File: src/common/frs_pkg.sv
package frs_pkg;
  localparam logic [7:0] ADDR_PKT_STATUS = 8'h03;
  localparam logic [7:0] ADDR_LINK_CODE  = 8'h04;
  // packet status bit positions
  localparam int BIT_ABORT   = 7;
  localparam int BIT_CRC_ERR = 6;
  localparam int BIT_OVERRUN = 5;
  localparam int BIT_VALID   = 4;
  localparam int BIT_EMPTY   = 3;
  localparam int BIT_PKT_OK  = 2;
  localparam int BIT_CLOSING = 1;
  localparam int BIT_OPENING = 0;
  // link code bit positions
  localparam int BIT_CODE_LATCHED = 7;
  localparam int BIT_CODE_LIVE    = 6;
  localparam int CODE_W           = 6;
  localparam logic [5:0] CODE_RESET = 6'h3F;
  localparam int FIFO_DEPTH = 16;
  localparam int HALF_LEVEL = 8;
  localparam logic [2:0] ABORT_ONES = 3'h7;
  localparam logic [7:0] RDATA_RESET = 8'h00;

  // one byte delivered by the receive HDLC controller
  typedef struct packed {
    logic       valid;
    logic [7:0] data;
    logic       first;
    logic       last;
    logic       crc_bad;
  } frs_rx_byte_t;

  // one FIFO entry: head-of-FIFO markers travel with the byte
  typedef struct packed {
    logic       pkt_ok;
    logic       closing;
    logic       opening;
    logic [7:0] data;
  } frs_fifo_word_t;

  // code detector output
  typedef struct packed {
    logic       valid;
    logic [5:0] code;
  } frs_code_t;
endpackage

File: src/hdl/frs_rx_fifo.sv
`timescale 1ns/100ps
module frs_rx_fifo #(
  parameter int WIDTH = 11,
  parameter int DEPTH = 16,
  parameter int LW    = $clog2(DEPTH + 1)
) (
  input  wire logic             mclk_i,
  input  wire logic             resetn_i,
  input  wire logic             in_valid_i,
  output logic                  in_ready_o,
  input  wire logic [WIDTH-1:0] in_data_i,
  output logic                  out_valid_o,
  input  wire logic             out_ready_i,
  output logic      [WIDTH-1:0] out_data_o,
  output logic      [LW-1:0]    level_o
);
  localparam int AW = $clog2(DEPTH);
  logic [WIDTH-1:0] mem [DEPTH];
  logic [AW-1:0]    wptr_r;
  logic [AW-1:0]    rptr_r;
  logic [LW-1:0]    level_r;
  wire              push = in_valid_i && in_ready_o;
  wire              pop  = out_valid_o && out_ready_i;

  function automatic logic [AW-1:0] bump(input logic [AW-1:0] p);
    bump = (p == AW'(DEPTH - 1)) ? '0 : p + 1'b1;
  endfunction

  assign in_ready_o  = (level_r != LW'(DEPTH));
  assign out_valid_o = (level_r != '0);
  assign out_data_o  = mem[rptr_r];
  assign level_o     = level_r;

  always_ff @(posedge mclk_i)
  begin
    if (push)
      mem[wptr_r] <= in_data_i;
  end

  always_ff @(posedge mclk_i or negedge resetn_i)
  begin
    if (!resetn_i)
    begin
      wptr_r  <= '0;
      rptr_r  <= '0;
      level_r <= '0;
    end
    else
    begin
      if (push)
        wptr_r <= bump(wptr_r);
      if (pop)
        rptr_r <= bump(rptr_r);
      level_r <= level_r + LW'(push) - LW'(pop);
    end
  end

  a_fifo_no_overfill: assert property (@(posedge mclk_i)
    disable iff (!resetn_i) level_r <= LW'(DEPTH))
    else $error("fifo level above depth");
endmodule // frs_rx_fifo

File: src/hdl/frs_status.sv
`timescale 1ns/100ps
module frs_status #(
  parameter int DEPTH = frs_pkg::FIFO_DEPTH,
  parameter int HALF  = frs_pkg::HALF_LEVEL
) (
  input  wire logic                 mclk_i,
  input  wire logic                 resetn_i,
  // host read port
  input  wire logic                 rd_i,
  input  wire logic [7:0]           addr_i,
  output logic      [7:0]           rdata_o,
  // serial link bits seen by the receive controller
  input  wire logic                 link_bit_en_i,
  input  wire logic                 link_bit_i,
  // bytes from the receive controller
  input  wire frs_pkg::frs_rx_byte_t rx_byte_i,
  // code detector
  input  wire frs_pkg::frs_code_t   code_i,
  // FIFO drain side
  input  wire logic                 pop_i,
  output logic      [7:0]           head_data_o,
  output logic                      head_valid_o,
  output logic                      rx_ready_o,
  // summary outputs
  output logic                      rx_half_o,
  output logic                      packet_end_summary_o,
  output logic                      code_change_o
);
  localparam int LW = $clog2(DEPTH + 1);

  // sticky flags
  logic       abort_seen_flag_r;
  logic       checksum_error_flag_r;
  logic       rx_overrun_flag_r;
  logic       valid_message_flag_r;
  logic       abort_seen_flag_nxt;
  logic       checksum_error_flag_nxt;
  logic       rx_overrun_flag_nxt;
  logic       valid_message_flag_nxt;
  // per-message fault memory
  logic       msg_abort_r;
  logic       msg_ovr_r;
  logic [2:0] ones_cnt_r;
  // code side
  logic [5:0] link_code_r;
  logic       code_detected_live_r;
  logic       code_detected_latched_r;
  logic       code_detected_latched_nxt;
  // output flops
  logic [7:0] rdata_r;
  logic [7:0] head_data_r;
  logic       head_valid_r;
  logic       rx_ready_r;
  logic       rx_half_r;
  logic       pkt_end_r;
  logic       code_change_r;

  // FIFO wiring
  frs_pkg::frs_fifo_word_t in_word;
  frs_pkg::frs_fifo_word_t head_word;
  logic                    fifo_in_ready;
  logic                    fifo_out_valid;
  logic [LW-1:0]           fifo_level;

  // read decode
  wire rd_status = rd_i && (addr_i == frs_pkg::ADDR_PKT_STATUS);
  wire rd_code   = rd_i && (addr_i == frs_pkg::ADDR_LINK_CODE);

  // abort: a one that brings the run to seven
  wire abort_evt = link_bit_en_i && link_bit_i &&
                   (ones_cnt_r == frs_pkg::ABORT_ONES - 3'h1);
  wire byte_push = rx_byte_i.valid;
  wire ovr_evt   = byte_push && !fifo_in_ready;
  wire accepted  = byte_push && fifo_in_ready;
  // faults seen so far in this message, including this byte
  wire msg_abort = msg_abort_r || abort_evt;
  wire msg_ovr   = msg_ovr_r || ovr_evt;
  wire last_in   = byte_push && rx_byte_i.last;
  wire crc_evt   = last_in && rx_byte_i.crc_bad;
  wire valid_evt = last_in && !rx_byte_i.crc_bad &&
                   !msg_abort && !msg_ovr;

  assign in_word.data    = rx_byte_i.data;
  assign in_word.opening = rx_byte_i.first;
  assign in_word.closing = rx_byte_i.last;
  assign in_word.pkt_ok  = valid_evt;

  frs_rx_fifo #(
    .WIDTH ($bits(frs_pkg::frs_fifo_word_t)),
    .DEPTH (DEPTH)
  ) u_fifo (
    .mclk_i      (mclk_i),
    .resetn_i    (resetn_i),
    .in_valid_i  (byte_push),
    .in_ready_o  (fifo_in_ready),
    .in_data_i   (in_word),
    .out_valid_o (fifo_out_valid),
    .out_ready_i (pop_i),
    .out_data_o  (head_word),
    .level_o     (fifo_level)
  );

  // set wins over read clear
  assign abort_seen_flag_nxt     = abort_evt ||
                                   (abort_seen_flag_r && !rd_status);
  assign checksum_error_flag_nxt = crc_evt ||
                                   (checksum_error_flag_r && !rd_status);
  assign rx_overrun_flag_nxt     = ovr_evt ||
                                   (rx_overrun_flag_r && !rd_status);
  assign valid_message_flag_nxt  = valid_evt ||
                                   (valid_message_flag_r && !rd_status);
  assign code_detected_latched_nxt = code_detected_live_r ||
                     (code_detected_latched_r && !rd_code);

  // status byte as it stands this cycle
  wire [7:0] status_byte = {abort_seen_flag_r,
                            checksum_error_flag_r,
                            rx_overrun_flag_r,
                            valid_message_flag_r,
                            !fifo_out_valid,
                            fifo_out_valid && head_word.pkt_ok,
                            fifo_out_valid && head_word.closing,
                            fifo_out_valid && head_word.opening};
  wire [7:0] code_byte = {code_detected_latched_r,
                          code_detected_live_r,
                          link_code_r};
  wire [7:0] rdata_nxt = rd_status ? status_byte :
                         rd_code   ? code_byte   : rdata_r;

  always_ff @(posedge mclk_i or negedge resetn_i)
  begin
    if (!resetn_i)
    begin
      abort_seen_flag_r     <= 1'b0;
      checksum_error_flag_r <= 1'b0;
      rx_overrun_flag_r     <= 1'b0;
      valid_message_flag_r  <= 1'b0;
    end
    else
    begin
      abort_seen_flag_r     <= abort_seen_flag_nxt;
      checksum_error_flag_r <= checksum_error_flag_nxt;
      rx_overrun_flag_r     <= rx_overrun_flag_nxt;
      valid_message_flag_r  <= valid_message_flag_nxt;
    end
  end

  // run length of ones and faults of the current message
  always_ff @(posedge mclk_i or negedge resetn_i)
  begin
    if (!resetn_i)
    begin
      ones_cnt_r  <= 3'h0;
      msg_abort_r <= 1'b0;
      msg_ovr_r   <= 1'b0;
    end
    else
    begin
      if (link_bit_en_i)
        ones_cnt_r <= !link_bit_i ? 3'h0 :
                      (ones_cnt_r == frs_pkg::ABORT_ONES) ? ones_cnt_r :
                      ones_cnt_r + 3'h1;
      if (last_in)
      begin
        msg_abort_r <= 1'b0;
        msg_ovr_r   <= 1'b0;
      end
      else
      begin
        msg_abort_r <= msg_abort;
        msg_ovr_r   <= msg_ovr;
      end
    end
  end

  // code register
  always_ff @(posedge mclk_i or negedge resetn_i)
  begin
    if (!resetn_i)
    begin
      link_code_r             <= frs_pkg::CODE_RESET;
      code_detected_live_r    <= 1'b0;
      code_detected_latched_r <= 1'b0;
    end
    else
    begin
      if (code_i.valid)
        link_code_r <= code_i.code;
      code_detected_live_r    <= code_i.valid;
      code_detected_latched_r <= code_detected_latched_nxt;
    end
  end

  // output flops
  always_ff @(posedge mclk_i or negedge resetn_i)
  begin
    if (!resetn_i)
    begin
      rdata_r       <= frs_pkg::RDATA_RESET;
      head_data_r   <= 8'h00;
      head_valid_r  <= 1'b0;
      rx_ready_r    <= 1'b0;
      rx_half_r     <= 1'b0;
      pkt_end_r     <= 1'b0;
      code_change_r <= 1'b0;
    end
    else
    begin
      rdata_r       <= rdata_nxt;
      head_data_r   <= head_word.data;
      head_valid_r  <= fifo_out_valid;
      rx_ready_r    <= fifo_in_ready;
      rx_half_r     <= (fifo_level > LW'(HALF));
      pkt_end_r     <= valid_evt || crc_evt || ovr_evt || abort_evt;
      code_change_r <= (code_i.valid != code_detected_live_r);
    end
  end

  assign rdata_o              = rdata_r;
  assign head_data_o          = head_data_r;
  assign head_valid_o         = head_valid_r;
  assign rx_ready_o           = rx_ready_r;
  assign rx_half_o            = rx_half_r;
  assign packet_end_summary_o = pkt_end_r;
  assign code_change_o        = code_change_r;

  a_status_read_map: assert property (@(posedge mclk_i)
    disable iff (!resetn_i) rd_status |=> rdata_o == $past(status_byte))
    else $error("status read returned wrong byte");

  a_abort_on_seven: assert property (@(posedge mclk_i)
    disable iff (!resetn_i)
    (link_bit_en_i && link_bit_i && ones_cnt_r == 3'h6)
    |=> abort_seen_flag_r)
    else $error("abort flag missed after seven ones");

  a_crc_sets_flag: assert property (@(posedge mclk_i)
    disable iff (!resetn_i) crc_evt |=> checksum_error_flag_r)
    else $error("checksum flag not set");

  a_overrun_sets: assert property (@(posedge mclk_i)
    disable iff (!resetn_i)
    (byte_push && fifo_level == LW'(DEPTH)) |=> rx_overrun_flag_r)
    else $error("overrun flag not set on full push");

  a_valid_sets: assert property (@(posedge mclk_i)
    disable iff (!resetn_i) valid_evt |=> valid_message_flag_r)
    else $error("valid message flag not set");

  a_empty_live: assert property (@(posedge mclk_i)
    disable iff (!resetn_i) status_byte[frs_pkg::BIT_EMPTY]
    == (fifo_level == '0))
    else $error("empty bit disagrees with level");

  a_flag_read_clear: assert property (@(posedge mclk_i)
    disable iff (!resetn_i)
    (rd_status && !abort_evt) |=> !abort_seen_flag_r)
    else $error("abort flag not cleared by read");

  a_crc_read_clear: assert property (@(posedge mclk_i)
    disable iff (!resetn_i)
    (rd_status && !crc_evt) |=> !checksum_error_flag_r)
    else $error("checksum flag not cleared by read");

  a_flag_sticky: assert property (@(posedge mclk_i)
    disable iff (!resetn_i)
    (valid_message_flag_r && !rd_status) |=> valid_message_flag_r)
    else $error("valid flag dropped without read");

  a_latched_follows: assert property (@(posedge mclk_i)
    disable iff (!resetn_i)
    code_i.valid |=> ##1 code_detected_latched_r)
    else $error("latched detect missed live state");

  a_latched_clear: assert property (@(posedge mclk_i)
    disable iff (!resetn_i)
    (rd_code && !code_detected_live_r) |=> !code_detected_latched_r)
    else $error("latched detect not cleared by read");

  a_code_holds: assert property (@(posedge mclk_i)
    disable iff (!resetn_i)
    !code_i.valid |=> $stable(link_code_r))
    else $error("code field changed without valid code");

  a_code_loads: assert property (@(posedge mclk_i)
    disable iff (!resetn_i)
    code_i.valid |=> link_code_r == $past(code_i.code))
    else $error("code field missed a valid code");

  a_change_pulse: assert property (@(posedge mclk_i)
    disable iff (!resetn_i)
    code_change_o == $changed(code_detected_live_r))
    else $error("change pulse disagrees with detect change");

  a_half_level: assert property (@(posedge mclk_i)
    disable iff (!resetn_i)
    (fifo_level > LW'(HALF)) |=> rx_half_o)
    else $error("half flag missing above halfway");

  a_push_fills: assert property (@(posedge mclk_i)
    disable iff (!resetn_i)
    (accepted && !pop_i) |=> fifo_level == $past(fifo_level) + LW'(1))
    else $error("accepted byte did not raise fifo level");

  a_ready_full: assert property (@(posedge mclk_i)
    disable iff (!resetn_i)
    (fifo_level == LW'(DEPTH)) |=> !rx_ready_o)
    else $error("ready shown while fifo full");

  a_end_summary: assert property (@(posedge mclk_i)
    disable iff (!resetn_i)
    (crc_evt || ovr_evt || valid_evt || abort_evt) |=> packet_end_summary_o)
    else $error("packet end pulse missing");
endmodule // frs_status

File: config.mk
export PLATFORM = sky130hd
export DESIGN_NAME = frs_status
export DESIGN_NICKNAME = d
export VERILOG_FILES = /design/src/common/frs_pkg.sv /design/src/hdl/frs_rx_fifo.sv /design/src/hdl/frs_status.sv
export SDC_FILE = /design/constraint.sdc
export NUM_CORES = 1
export LEC_CHECK = 0
export BUFFER_PORTS_ARGS = -buffer_cell sky130_fd_sc_hd__clkbuf_2
export CORE_ASPECT_RATIO = 1.1
export CORE_UTILIZATION = 42
export CTS_BUF_LIST = sky130_fd_sc_hd__clkbuf_16
export CTS_CLUSTER_DIAMETER = 150
export DETAILED_ROUTE_END_ITERATION = 10
export SKIP_CTS_REPAIR_TIMING = 1
export SLEW_MARGIN = 20
export SYNTH_ARGS = -nofsm -noshare
export SYNTH_HDL_FRONTEND = slang
export SYNTH_SLANG_ARGS = --single-unit
export TNS_END_PERCENT = 100
File: constraint.sdc
create_clock -name mclk_i -period 3.39 [get_ports mclk_i]
set_input_delay 0 -clock mclk_i [delete_from_list [all_inputs] [get_ports mclk_i]]
set_output_delay 0 -clock mclk_i [all_outputs]
set_load 0.05 [all_outputs]
Word-level counts from Yosys, hierarchy flattened
Memories as Yosys holds them, arrays and structs flattened.
Index checks and enable logic that the tools add are counted.
{ "word_totals": {"regBits": 51, "ramBits": 176, "inputBits": 33, "output_inout_bits": 21, "elab_cells": 86, "mem_count": 1} }
{ "op_classes": {"add_sub_neg": 5, "magnitude_cmp": 1, "n_eq_ne": 9, "n_mux": 10, "reduce_logical": 40} }
{ "mem_list": {"columns": ["memory", "words", "word_bits", "rd", "rd_clocked_by_memory_dff", "wr", "line_no", "source"], "rows": [
  ["u_fifo.mem", 16, 11, 1, 0, 1, "frs_rx_fifo.sv:18", "logic [WIDTH-1:0] mem [DEPTH];"]
]} }
{ "ops": {"columns": ["operator", "n"], "rows": [
  ["logical AND 1 bit", 20],
  ["2-to-1 mux 8 bit", 2],
  ["logical OR 1 bit", 10],
  ["adder 4 x 1 -> 4 bit (second input constant)", 2],
  ["equality test 4 bit (second input constant)", 2],
  ["equality test 8 x 2 -> 1 bit (second input constant)", 1],
  ["equality test 8 x 3 -> 1 bit (second input constant)", 1],
  ["2-to-1 mux 4 bit", 2],
  ["logical NOT 1 bit", 7],
  ["equality test 3 bit (second input constant)", 2],
  ["2-to-1 mux 3 bit", 2],
  ["adder 5 x 1 -> 5 bit", 1],
  ["greater-than comparator 5 x 4 -> 1 bit (second input constant)", 1],
  ["!= test 5 bit (second input constant)", 1],
  ["nonzero test 5 bit", 1],
  ["subtractor 5 x 1 -> 5 bit", 1],
  ["2-to-1 mux 1 bit", 4],
  ["adder 3 x 1 -> 3 bit (second input constant)", 1],
  ["!= test 2 bit (second input constant)", 1],
  ["AND reduction 2 bit", 1],
  ["nonzero test 2 bit", 1],
  ["!= test 1 bit", 1]
]} }

Logic depth before layout (Yosys ltp)
Gate-level depths: netlist (run 1).
{ "depth": {"ltp_word": 9, "ltp_mapped": 15, "depth_no_buf": 14} }

Cells and area by module
From an unflattened synthesis (run 1), not the netlist that was laid out.
{ "unflattened": {"hier_cells": 523, "area_unflattened_um2": 9183.8} }
{ "modules_own_cells": {"columns": ["module", "instances", "cells_each", "area_each_um2", "seq_area_each_um2"], "rows": [
  ["frs_rx_fifo", 1, 392, 7581.0, 5610.4],
  ["frs_status", 1, 131, 1602.8, 958.4]
]} }

Worst setup path after synthesis (run 1)
Ideal clock, no wire load.
{ "synth_timing": {"kind": "register to register", "startpoint": "register u_fifo.level_r[2] (netlist: u_fifo.level_o[2])", "endpoint": "register u_fifo.level_r[4] (netlist: u_fifo.level_o[4])", "setup_time_ps": 80, "t_arrival_ps": 2769, "required_ps": 3310, "path_slack_ps": 541, "path_stages_with_launch": 16, "path_buffers": 1, "synth_period_minus_slack_ps": 2849, "cell_sequence": "dfrtp_1 inv_1 ha_1 or4b_2 clkbuf_1 nand2_1 inv_1 ha_1 inv_1 ha_1 inv_1 fa_1 inv_1 a21oi_1 o21bai_1 xnor2_1"} }
{ "synth_between": {"word_cells_on_any_way": 6, "cone_classes": "add/sub: 2; eq/ne: 1; reduce/logical: 3"} }
{ "synth_lines": {"columns": ["item", "line_no", "source"], "rows": [
  ["from (decl)", "frs_rx_fifo.sv:21", "logic [LW-1:0] level_r;"],
  ["from (signal assigned)", "frs_rx_fifo.sv:54", "level_r <= level_r + LW'(push) - LW'(pop);"],
  ["nonzero test 5 bit", "frs_rx_fifo.sv:30", "assign out_valid_o = (level_r != '0);"],
  ["via fifo_out_valid", "frs_status.sv:62", "logic fifo_out_valid;"],
  ["logical AND 1 bit", "frs_rx_fifo.sv:23", "wire pop = out_valid_o && out_ready_i;"],
  ["via u_fifo.pop", "frs_rx_fifo.sv:23", null],
  ["subtractor 5 x 1 -> 5 bit", "frs_rx_fifo.sv:54", null]
]} }
The timed path passes the listed nets, and every way through them passes these cells.
A chain may end at the register's enable or synchronous reset.

Worst setup path after layout (run 1)
{ "layout_timing": {"startpoint": "register u_fifo.level_r[2] (netlist: u_fifo.level_o[2])", "endpoint": "register u_fifo.level_r[4] (netlist: u_fifo.level_o[4])"} }
{ "layout_between": {"word_cells_on_any_way": 6, "cone_classes": "add/sub: 2; eq/ne: 1; reduce/logical: 3"} }
{ "layout_lines": {"columns": ["item", "line_no"], "rows": [
  ["nonzero test 5 bit", "frs_rx_fifo.sv:30"],
  ["logical AND 1 bit", "frs_rx_fifo.sv:23"],
  ["via u_fifo.pop", "frs_rx_fifo.sv:23"],
  ["subtractor 5 x 1 -> 5 bit", "frs_rx_fifo.sv:54"]
]} }
The timed path passes the listed nets, and every way through them passes these cells.

==> results of run 1 <==
layer usage:
layer	vias up	GRT usage [%]	routed length, um
li1	2273	-	-
met1	2568	23.9	8260
met2	133	30.6	9510
met3	31	3.31	964
met4	2	3.64	375
met5	-	0	13
stage by stage:
stage	power [mW]	setup slack [ns]	utilization, %	std cells
finish	8.55	0.300	51.4	945
floorplan	5.37	0.541	-	523
detailed placement	6.08	0.286	46.0	862
global route	8.99	0.0922	51.4	945
CTS	8.63	0.280	49.7	908
global placement	6.00	0.399	46.0	862
cells by family (layout without fill, tap and decap cells):
logic type / Yosys count / after routing / synth area share (%)
DFF: 227 / 227 / 72.4
AOI/OAI and AO/OA: 79 / 79 / 5.82
buffers and inverters: 50 / 182 / 2.33
adders and majority gates: 17 / 17 / 2.43
and+or+nand+nor: 71 / 71 / 4.08
xor gates and xnor gates: 6 / 6 / 0.579
muxes: 73 / 73 / 12.4
worst paths after layout:
path / startpoint / endpoint / slack (ns) / cells past startpoint
worst max register to register: u_fifo.level_o[2] / u_fifo.level_o[4] / 0.30 / 14
worst max-delay path: u_fifo.level_o[2] / u_fifo.level_o[4] / 0.30 / 14
worst min register to register: code_detected_latched_r / code_detected_latched_r / 0.48 / 1
max in group asynchronous: resetn_i / link_code_r[1] / 2.51 / 3
worst min-delay path: rx_byte_i[1] / msg_abort_r / 0.01 / 2
min in group asynchronous: resetn_i / head_data_o[6] / 0.12 / 2
layout by cell type (no fill, tap or decap), types with 2 or more instances in the layout:
cell / count
inv_1: 32
clkinv_1: 3
a311oi_1: 3
mux2_2: 4
nor2_1: 4
mux4_2: 31
a221oi_1: 16
nor3b_2: 4
nand3_1: 7
mux2i_1: 38
o21ai_0: 26
dlygate4sd3_1: 37
a21oi_1: 13
nand2_1: 32
xnor2_1: 4
inv_2: 2
a22oi_1: 8
buf_4: 22
edfxtp_1: 176
dfstp_2: 6
and4_1: 4
and3_1: 8
xor2_1: 2
and2_1: 2
clkbuf_2: 53
nor2b_1: 3
ha_1: 16
clkinv_2: 4
a21o_1: 4
dfrtp_1: 44
clkbuf_16: 26
power by group through the flow:
stage / Combinational [mW] / Sequential, mW / Clock, mW
floorplan: 1.56 / 3.81 / 0
global placement: 2.25 / 3.75 / 0
detailed placement: 2.31 / 3.77 / 0
CTS: 2.32 / 3.72 / 2.58
global route: 2.54 / 3.76 / 2.69
finish: 2.32 / 3.70 / 2.52
worst max-delay path: stages (launching register included):
cell      delay, ns
dfrtp_1        0.38
inv_1          0.11
ha_1           0.17
or4b_2         0.73
nand2_1        0.20
inv_1          0.06
ha_1           0.26
inv_1          0.06
ha_1           0.15
inv_1          0.05
fa_1           0.39
inv_1          0.07
a21oi_1        0.06
o21bai_1       0.16
xnor2_1        0.15
cells in the mapped netlist (2+ instances only):
master and number:
nor3b_1 5, a221oi_1 16, a311oi_1 3, and2_1 2, and4_1 4, nor2_1 4, nand2_1 32, buf_2 7
dfrtp_1 45, clkbuf_1 15, nor2b_1 3, a21oi_1 13, mux2_2 4, buf_1 2, dfstp_2 6, inv_1 24
mux4_2 31, o21ai_0 26, buf_6 2, a21o_1 4, a22oi_1 8, mux2i_1 38, and3_1 8, edfxtp_1 176
xnor2_1 4, nand3_1 7, xor2_1 2, ha_1 16
sequential cells by signal (all words and copies together) (netlist names), 3 cells and up:
| name | cells |
|---|---|
| u_fifo.mem | 176 |
| head_data_o | 8 |
| rdata_o | 8 |
| link_code_r | 6 |
| u_fifo.level_o | 5 |
| u_fifo.rptr_r | 4 |
| u_fifo.wptr_r | 4 |
| ones_cnt_r | 3 |
cell type report:
| class | count | area share, % |
|---|---|---|
| Clock buffer | 26 | 5.96 |
| Timing Repair Buffer | 112 | 7.33 |
| Tap cell | 290 | 3.32 |
| Sequential cell | 227 | 60.2 |
| Inverter | 24 | 0.825 |
| Multi-Input combinational cell | 246 | 21.2 |
| Clock inverter | 20 | 1.16 |
==> impl_metrics.tcl, run 1 <==
set metrics [dict create \
    die_x_um 142 \
    status "completed" \
    grt_max_degree 44 \
    register_area_sq_um 6570 \
    setup_viol 0 \
    synthFlopType "edfxtp_1" \
    syn-num-nets 573 \
    die_h_um 156 \
    die-area_sq_um 22200 \
    comb_power_share_pct 27.1 \
    worstPathRequired_ns 3.82 \
    synthToLayoutAreaGrowth_pct 20.4 \
    min_period_over_period_pct 91.2 \
    initial_utilization_pct 42.7 \
    whs_ns 0.0143 \
    fin_area_sq_um 10900 \
    insertion_delay_ns 0.53 \
    synth.area.top_cells "edfxtp_1, dfrtp_1, mux4_2" \
    ys_seq_area_share_pct 72.4 \
    fillCellCount 1758 \
    dpl_cell_area_sq_um 9780 \
    synth_edf_count 176 \
    clkTransAtPathRegs_ns 0.06 \
    clockRootBuffer "clkbuf_16" \
    port_buffers 53 \
    crit_type "register to register" \
    grt_pass1_vias 5066 \
    cts_max_path_buffers 3 \
    hold_path.class "input port to register" \
    tightest_slew_ns 0.840 \
    rows 56 \
    dp_hpwl_mm 11.5 \
    htree_levels 1 \
    p_sw_share_pct 31.6 \
    postSynthCellCount 523 \
    power.leakage_nw 4.12 \
    intPower_mw 5.85 \
    groute.usage.overall_pct 17.9 \
    hold_viol_final 0 \
    vias_per_cell 5.30 \
    synth_warnings 0 \
    end_kind "register" \
    gr-total-overflow 0 \
    diodes 0 \
    wl_per_cell_um 20.2 \
    antenna_found_initial 1 \
    grt_pass1_wl_mm 29.4 \
    cap_violations 0 \
    cp.arrival_ns 3.52 \
    clockPowerShare_pct 29.5 \
    multi_input_area_sq_um 2320 \
    cts_tree "done" \
    synth_top_area_cell "edfxtp_1" \
    fin_skew_ns 0.0201 \
    p_per_area_nw_per_um2 782 \
    drt_first_iter_violations 286 \
    slew_viol_final 0 \
    startpoint_type "register" \
    vdd_ir_drop_max_v 0.000449 \
    synth.distinct_cells 44 \
    worstPathMaxFanout 8 \
    clock-sinks 227 \
    p_seq_share_pct 43.3 \
    core_area_sq_um 21200 \
    ys_ff_latch 227 \
    synthArstFlopShare_pct 22.5 \
    rsz0062_at_grt "false" \
    synth_top_area_share_pct 58.2 \
    syn-cell-area_sq_um 9070 \
    max_freq_mhz 324 \
    design.final.nets 686 \
    gp_congestion 0.802 \
    tns_ns 0 \
    drive_above_1_share_pct 24.3 \
    cts_buffers 25 \
    slew_headroom_pct 44.0 \
    antenna_left 0 \
    drt_first_pass_iters 5 \
    wirelength_mm 19.1 \
    syn_area_per_cell_sq_um 17.4 \
    remaining_drc_errors 0 \
    io_pins 54 \
    p_switching_mw 2.70 \
    fin_crit_ns 3.09 \
    vias 5007 \
]
(Power assumes the default switching activity.)
==> run 2, diff against run 1 <==
--- a/config.mk
+++ b/config.mk
@@ -11,6 +11,7 @@
 export CTS_BUF_LIST = sky130_fd_sc_hd__clkbuf_16
 export CTS_CLUSTER_DIAMETER = 150
 export DETAILED_ROUTE_END_ITERATION = 10
+export RECOVER_POWER = 100
 export SKIP_CTS_REPAIR_TIMING = 1
 export SLEW_MARGIN = 20
 export SYNTH_ARGS = -nofsm -noshare
==> run 2 against run 1 <==
- the flow now finishes with violations (max-capacitance violations, max-slew violations)
- combinational power hardly changed
- count of clock-buffer cells in the layout did not move
- worst hold slack improved by 0.017 ns
- via count is the same
- critical path depth is the same
- power down 0.26%
- critical path type unchanged
- largest cell class unchanged
==> impl_metrics.tcl, run 2 (same netlist as run 1, synthesis figures left out) <==
set metrics [dict create \
    drt_first_pass_iters 5 \
    p_seq_share_pct 43.5 \
    p_total_mw 8.52 \
    intPower_mw 5.82 \
    antenna_left 0 \
    hold_viol_final 0 \
    grt_max_degree 44 \
    io_pins 54 \
    gr-total-overflow 0 \
    hold_path.class "input port to register" \
    end_kind "register" \
    grt_pass1_vias 5066 \
    p_switching_mw 2.70 \
    tightest_slew_ns 1.80 \
    max_freq_mhz 324 \
    grt_pass1_wl_mm 29.4 \
    remaining_drc_errors 0 \
    groute.usage.overall_pct 17.9 \
    final_common_cell "edfxtp_1" \
    cap_violations 2 \
    slew_headroom_pct -20.3 \
    fin_crit_ns 3.09 \
    insertion_delay_ns 0.53 \
    layout_common_cells "edfxtp_1, dfrtp_1, clkbuf_1" \
    crit_chain "inv_1, ha_1, or4b_2, nand2_1, inv_1, ha_1, inv_1, ha_1, inv_1, fa_1, inv_1, a21oi_1, o21bai_1, xnor2_1" \
    cp.arrival_ns 3.52 \
    r2r_slack_ns 0.30 \
    worstPathMaxFanout 8 \
    clkTransAtPathRegs_ns 0.06 \
    crit_type "register to register" \
    worst-path-buf-inv 5 \
    clockPowerShare_pct 29.7 \
    cts_buffers 25 \
    die_h_um 156 \
    die_x_um 142 \
    cts_tree "done" \
    core_area_sq_um 21200 \
    rows 56 \
    worstPathRequired_ns 3.82 \
    power.leakage_nw 3.97 \
    gp_congestion 0.802 \
    vias_per_cell 5.30 \
    initial_utilization_pct 42.7 \
    critical-path-top-delay-family "adder cells" \
    min_period_over_period_pct 91.1 \
    drt_first_iter_violations 289 \
    dp_hpwl_mm 11.5 \
    cp_slowest_cell "or4b_2" \
    setup_viol 0 \
    p_sw_share_pct 31.7 \
    rsz0062_at_grt "false" \
    comb_power_share_pct 26.9 \
    diodes 0 \
    slew_viol_final 75 \
    slowest_delay_ns 0.73 \
    die-area_sq_um 22200 \
    drive_above_1_share_pct 17.3 \
    fin_skew_ns 0.0217 \
    crit_top_cell "inv_1" \
    cts_max_path_buffers 3 \
    startpoint_type "register" \
    clockRootBuffer "clkbuf_16" \
    vias 5007 \
    vdd_ir_drop_max_v 0.000450 \
    synthToLayoutAreaGrowth_pct 19.1 \
    violations "max-capacitance violations, max-slew violations" \
    largest_register "u_fifo.mem" \
    p_per_area_nw_per_um2 788 \
    design.final.nets 686 \
    wirelength_mm 19.1 \
    htree_levels 1 \
    status "finished with violations" \
    clock-sinks 227 \
    antenna_found_initial 1 \
    largest_reg_flops 176 \
    tns_ns 0 \
    port_buffers 53 \
    wl_per_cell_um 20.2 \
]
==> run 2: cell types whose count changed in the layout (fill, tap and decap cells not counted), sizes merged <==
cell	before	now
buf	22	5
clkbuf	79	96
==> run 2: path summary, 6_finish.rpt <==
| path | depth (start not counted) | endpoint | from |
|---|---|---|---|
| max | 14 | u_fifo.level_o[4] | u_fifo.level_o[2] |
| min in group asynchronous | 2 | head_data_o[1] | resetn_i |
| max reg2reg | 14 | u_fifo.level_o[4] | u_fifo.level_o[2] |
| min reg2reg | 1 | code_detected_latched_r | code_detected_latched_r |
| max in group asynchronous | 3 | head_data_o[4] | resetn_i |
| min | 5 | rdata_o[1] | rd_i |
==> run 2: cell type report <==
| cell class | count | area, sq um |
|---|---|---|
| timing repair buffer | 112 | 704 |
| tap | 290 | 363 |
| fill | 1783 | 10400 |
| sequential | 227 | 6570 |
| clock buffer | 26 | 651 |
| inverter | 24 | 90.1 |
| clock inverter | 20 | 126 |
| multi-input combinational | 246 | 2300 |
==> run 2: worst min-delay path: stages <==
cell	delay [ns]
clkbuf_2	0.07
nor2b_1	0.15
nand2_1	0.12
a311oi_1	0.05
a21oi_1	0.11
==> run 2: per-layer routing <==
layer  track usage, %  up-vias  share of wire [%]
li1                 -     2277                  -
met1             23.9     2571                 43
met2             30.6      126                 50
met3             3.31       31                4.7
met4             3.64        2                2.0
met5                0        -              0.073
==> run 2: metrics by stage <==
stage,instance area [sq um],setup slack (ns),utilization (%),hold slack (ns),cells
after floorplan,9070,0.541,-,-0.296,523
after detailed placement,9780,0.286,46.0,0.151,862
after global placement,9780,0.399,46.0,0.145,862
after CTS,10600,0.280,49.7,-0.409,908
after global routing,10800,0.0910,50.9,0.0832,945
final,10800,0.302,50.9,0.0311,945
==> run 2: power groups by stage <==
stage	Sequential [mW]	Clock, mW	Combinational [mW]
final	3.70	2.53	2.29
after global routing	3.76	2.69	2.51
after CTS	3.72	2.58	2.32
after detailed placement	3.77	0	2.31
after global placement	3.75	0	2.25
after floorplan	3.81	0	1.56
==> run 3, diff against run 2 <==
--- a/config.mk
+++ b/config.mk
@@ -6,11 +6,16 @@
 export NUM_CORES = 1
 export LEC_CHECK = 0
 export BUFFER_PORTS_ARGS = -buffer_cell sky130_fd_sc_hd__clkbuf_2
+export CELL_PAD_IN_SITES_DETAIL_PLACEMENT = 0
+export CELL_PAD_IN_SITES_GLOBAL_PLACEMENT = 2
 export CORE_ASPECT_RATIO = 1.1
 export CORE_UTILIZATION = 42
 export CTS_BUF_LIST = sky130_fd_sc_hd__clkbuf_16
 export CTS_CLUSTER_DIAMETER = 150
+export CTS_CLUSTER_SIZE = 14
 export DETAILED_ROUTE_END_ITERATION = 10
+export MAX_ROUTING_LAYER = met4
+export PLACE_DENSITY_LB_ADDON = 0.1
 export RECOVER_POWER = 100
 export SKIP_CTS_REPAIR_TIMING = 1
 export SLEW_MARGIN = 20
==> run 3 against run 2 <==
- the flow still finishes with violations (max-capacitance violations, max-slew violations)
- worst hold slack got worse by 0.018 ns
- via count fell by 3.3%
- cell count is 2.0% lower
- combinational power up 2%
- critical endpoint is now u_fifo.mem[3][6]
==> impl_metrics.tcl, run 3 (same netlist as run 1, synthesis figures left out) <==
set metrics [dict create \
    cts_buffers 20 \
    final_common_cell "edfxtp_1" \
    remaining_drc_errors 0 \
    wl_met3_um 745 \
    insertion_delay_ns 0.49 \
    clockRootBuffer "clkbuf_16" \
    grt_pass1_wl_mm 29.0 \
    min_period_over_period_pct 85.5 \
    slew_viol_final 38 \
    worst-path-buf-inv 3 \
    critPathLaunch "u_fifo.level_o[2]" \
    wl_per_cell_um 20.8 \
    tns_ns 0 \
    io_pins 54 \
    die-area_sq_um 22200 \
    port_buffers 53 \
    rows 56 \
    worstReg2RegStart "u_fifo.level_o[2]" \
    clkTransAtPathRegs_ns 0.07 \
    max_freq_mhz 345 \
    core_area_sq_um 21200 \
    gr-total-overflow 0 \
    dp_hpwl_mm 12.1 \
    largest_reg_flops 176 \
    grt_pass1_vias 4898 \
    die_h_um 156 \
    crit_chain "inv_1, ha_1, nor4bb_1, inv_1, and2_0, nand2_1, nor3_2, clkbuf_2" \
    cp_slowest_cell "and2_0" \
    routed.top_layer "met4" \
    p_per_area_nw_per_um2 762 \
    slew_headroom_pct -46.9 \
    vdd_ir_drop_max_v 0.000376 \
    cp.arrival_ns 3.07 \
    layout_setup_ws_ns 0.492 \
    wirelength_mm 19.2 \
    p_total_mw 8.06 \
    htree_levels 1 \
    dp_cells 855 \
    design.final.nets 671 \
    gp_congestion 0.744 \
    fin_util_pct 49.8 \
    crit_type "register to register" \
    routed-wl-met2_mm 9.77 \
    antenna_left 0 \
    layout_common_cells "edfxtp_1, dfrtp_1, clkbuf_1" \
    rsz0062_at_grt "false" \
    hold_viol_final 0 \
    layout.cells.non_filler 926 \
    setup_viol 0 \
    critical-path-top-delay-family "simple AND/OR/NAND/NOR gates" \
    hold_path.class "input port to register" \
    drt_first_pass_iters 4 \
    cts_tree "done" \
    wl_met1_mm 8.48 \
    worstPathMaxFanout 16 \
    worstPathRequired_ns 3.57 \
    drt_first_iter_violations 293 \
    cap_violations 1 \
    dpl_cell_area_sq_um 9720 \
    die_x_um 142 \
    vias 4843 \
    status "finished with violations" \
    initial_utilization_pct 42.7 \
    fin_skew_ns 0.0141 \
    synthToLayoutAreaGrowth_pct 16.5 \
    cts_max_path_buffers 3 \
    min-delay-start "addr_i[0]" \
    clock-sinks 227 \
    pre_cts_ws_ns 0.484 \
    drive_above_1_share_pct 15.1 \
    crit_top_cell "inv_1" \
    largest_register "u_fifo.mem" \
    antenna_found_initial 1 \
    grt_max_degree 38 \
    whs_ns 0.0132 \
    startpoint_type "register" \
    violations "max-capacitance violations, max-slew violations" \
    slowest_delay_ns 0.56 \
    vias_per_cell 5.23 \
    power.leakage_nw 3.87 \
    end_kind "register" \
    tightest_slew_ns 2.20 \
    groute.usage.overall_pct 18.4 \
    fin_crit_ns 2.90 \
    fin_area_sq_um 10600 \
]
run 3: cell count changes in the layout (fill, tap and decap cells not counted), moves of 2 or more:
cell,change
clkbuf_16,-5
inv_2,-2
dlygate4sd3_1,-3
clkbuf_2,-4
clkbuf_1,-4
clkinv_1,-3
inv_1,+6
clkinv_2,-4
run 3: final timing paths:
check	to	slack, ns	cells after the start
worst max-delay path	u_fifo.mem[3][6]	0.49	8
worst min-delay path	code_detected_latched_r	0.01	4
worst max register to register	u_fifo.mem[3][6]	0.49	8
worst min register to register	abort_seen_flag_r	0.48	1
max in group asynchronous	head_data_o[3]	0.95	3
min in group asynchronous	rdata_o[2]	0.70	2
run 3: report_power, final:
part	total [mW]	switching (mW)	internal [mW]
sequential	3.64	0.254	3.39
clock	2.08	0.957	1.12
combinational	2.34	1.38	0.956
run 3: worst min-delay path, stage by stage:
cell and delay (ns):
clkbuf_2 0.08, nor3b_1 0.09, nand3_1 0.15, a21o_1 0.14
run 3: area by class of cell:
cell class	count	area [sq um]
fill	1777	10700
sequential	227	6570
multi-input combinational	246	2300
timing repair buffer	102	647
clock buffer	21	526
tap	290	363
inverter	24	90.1
clock inverter	15	68.8
antenna	1	2.50
run 3: routing by layer:
layer / track usage, % / up-vias
met2: 31.2 / 110
met5: - / -
met4: 4.20 / 0
met3: 2.39 / 25
met1: 23.5 / 2469
li1: - / 2239
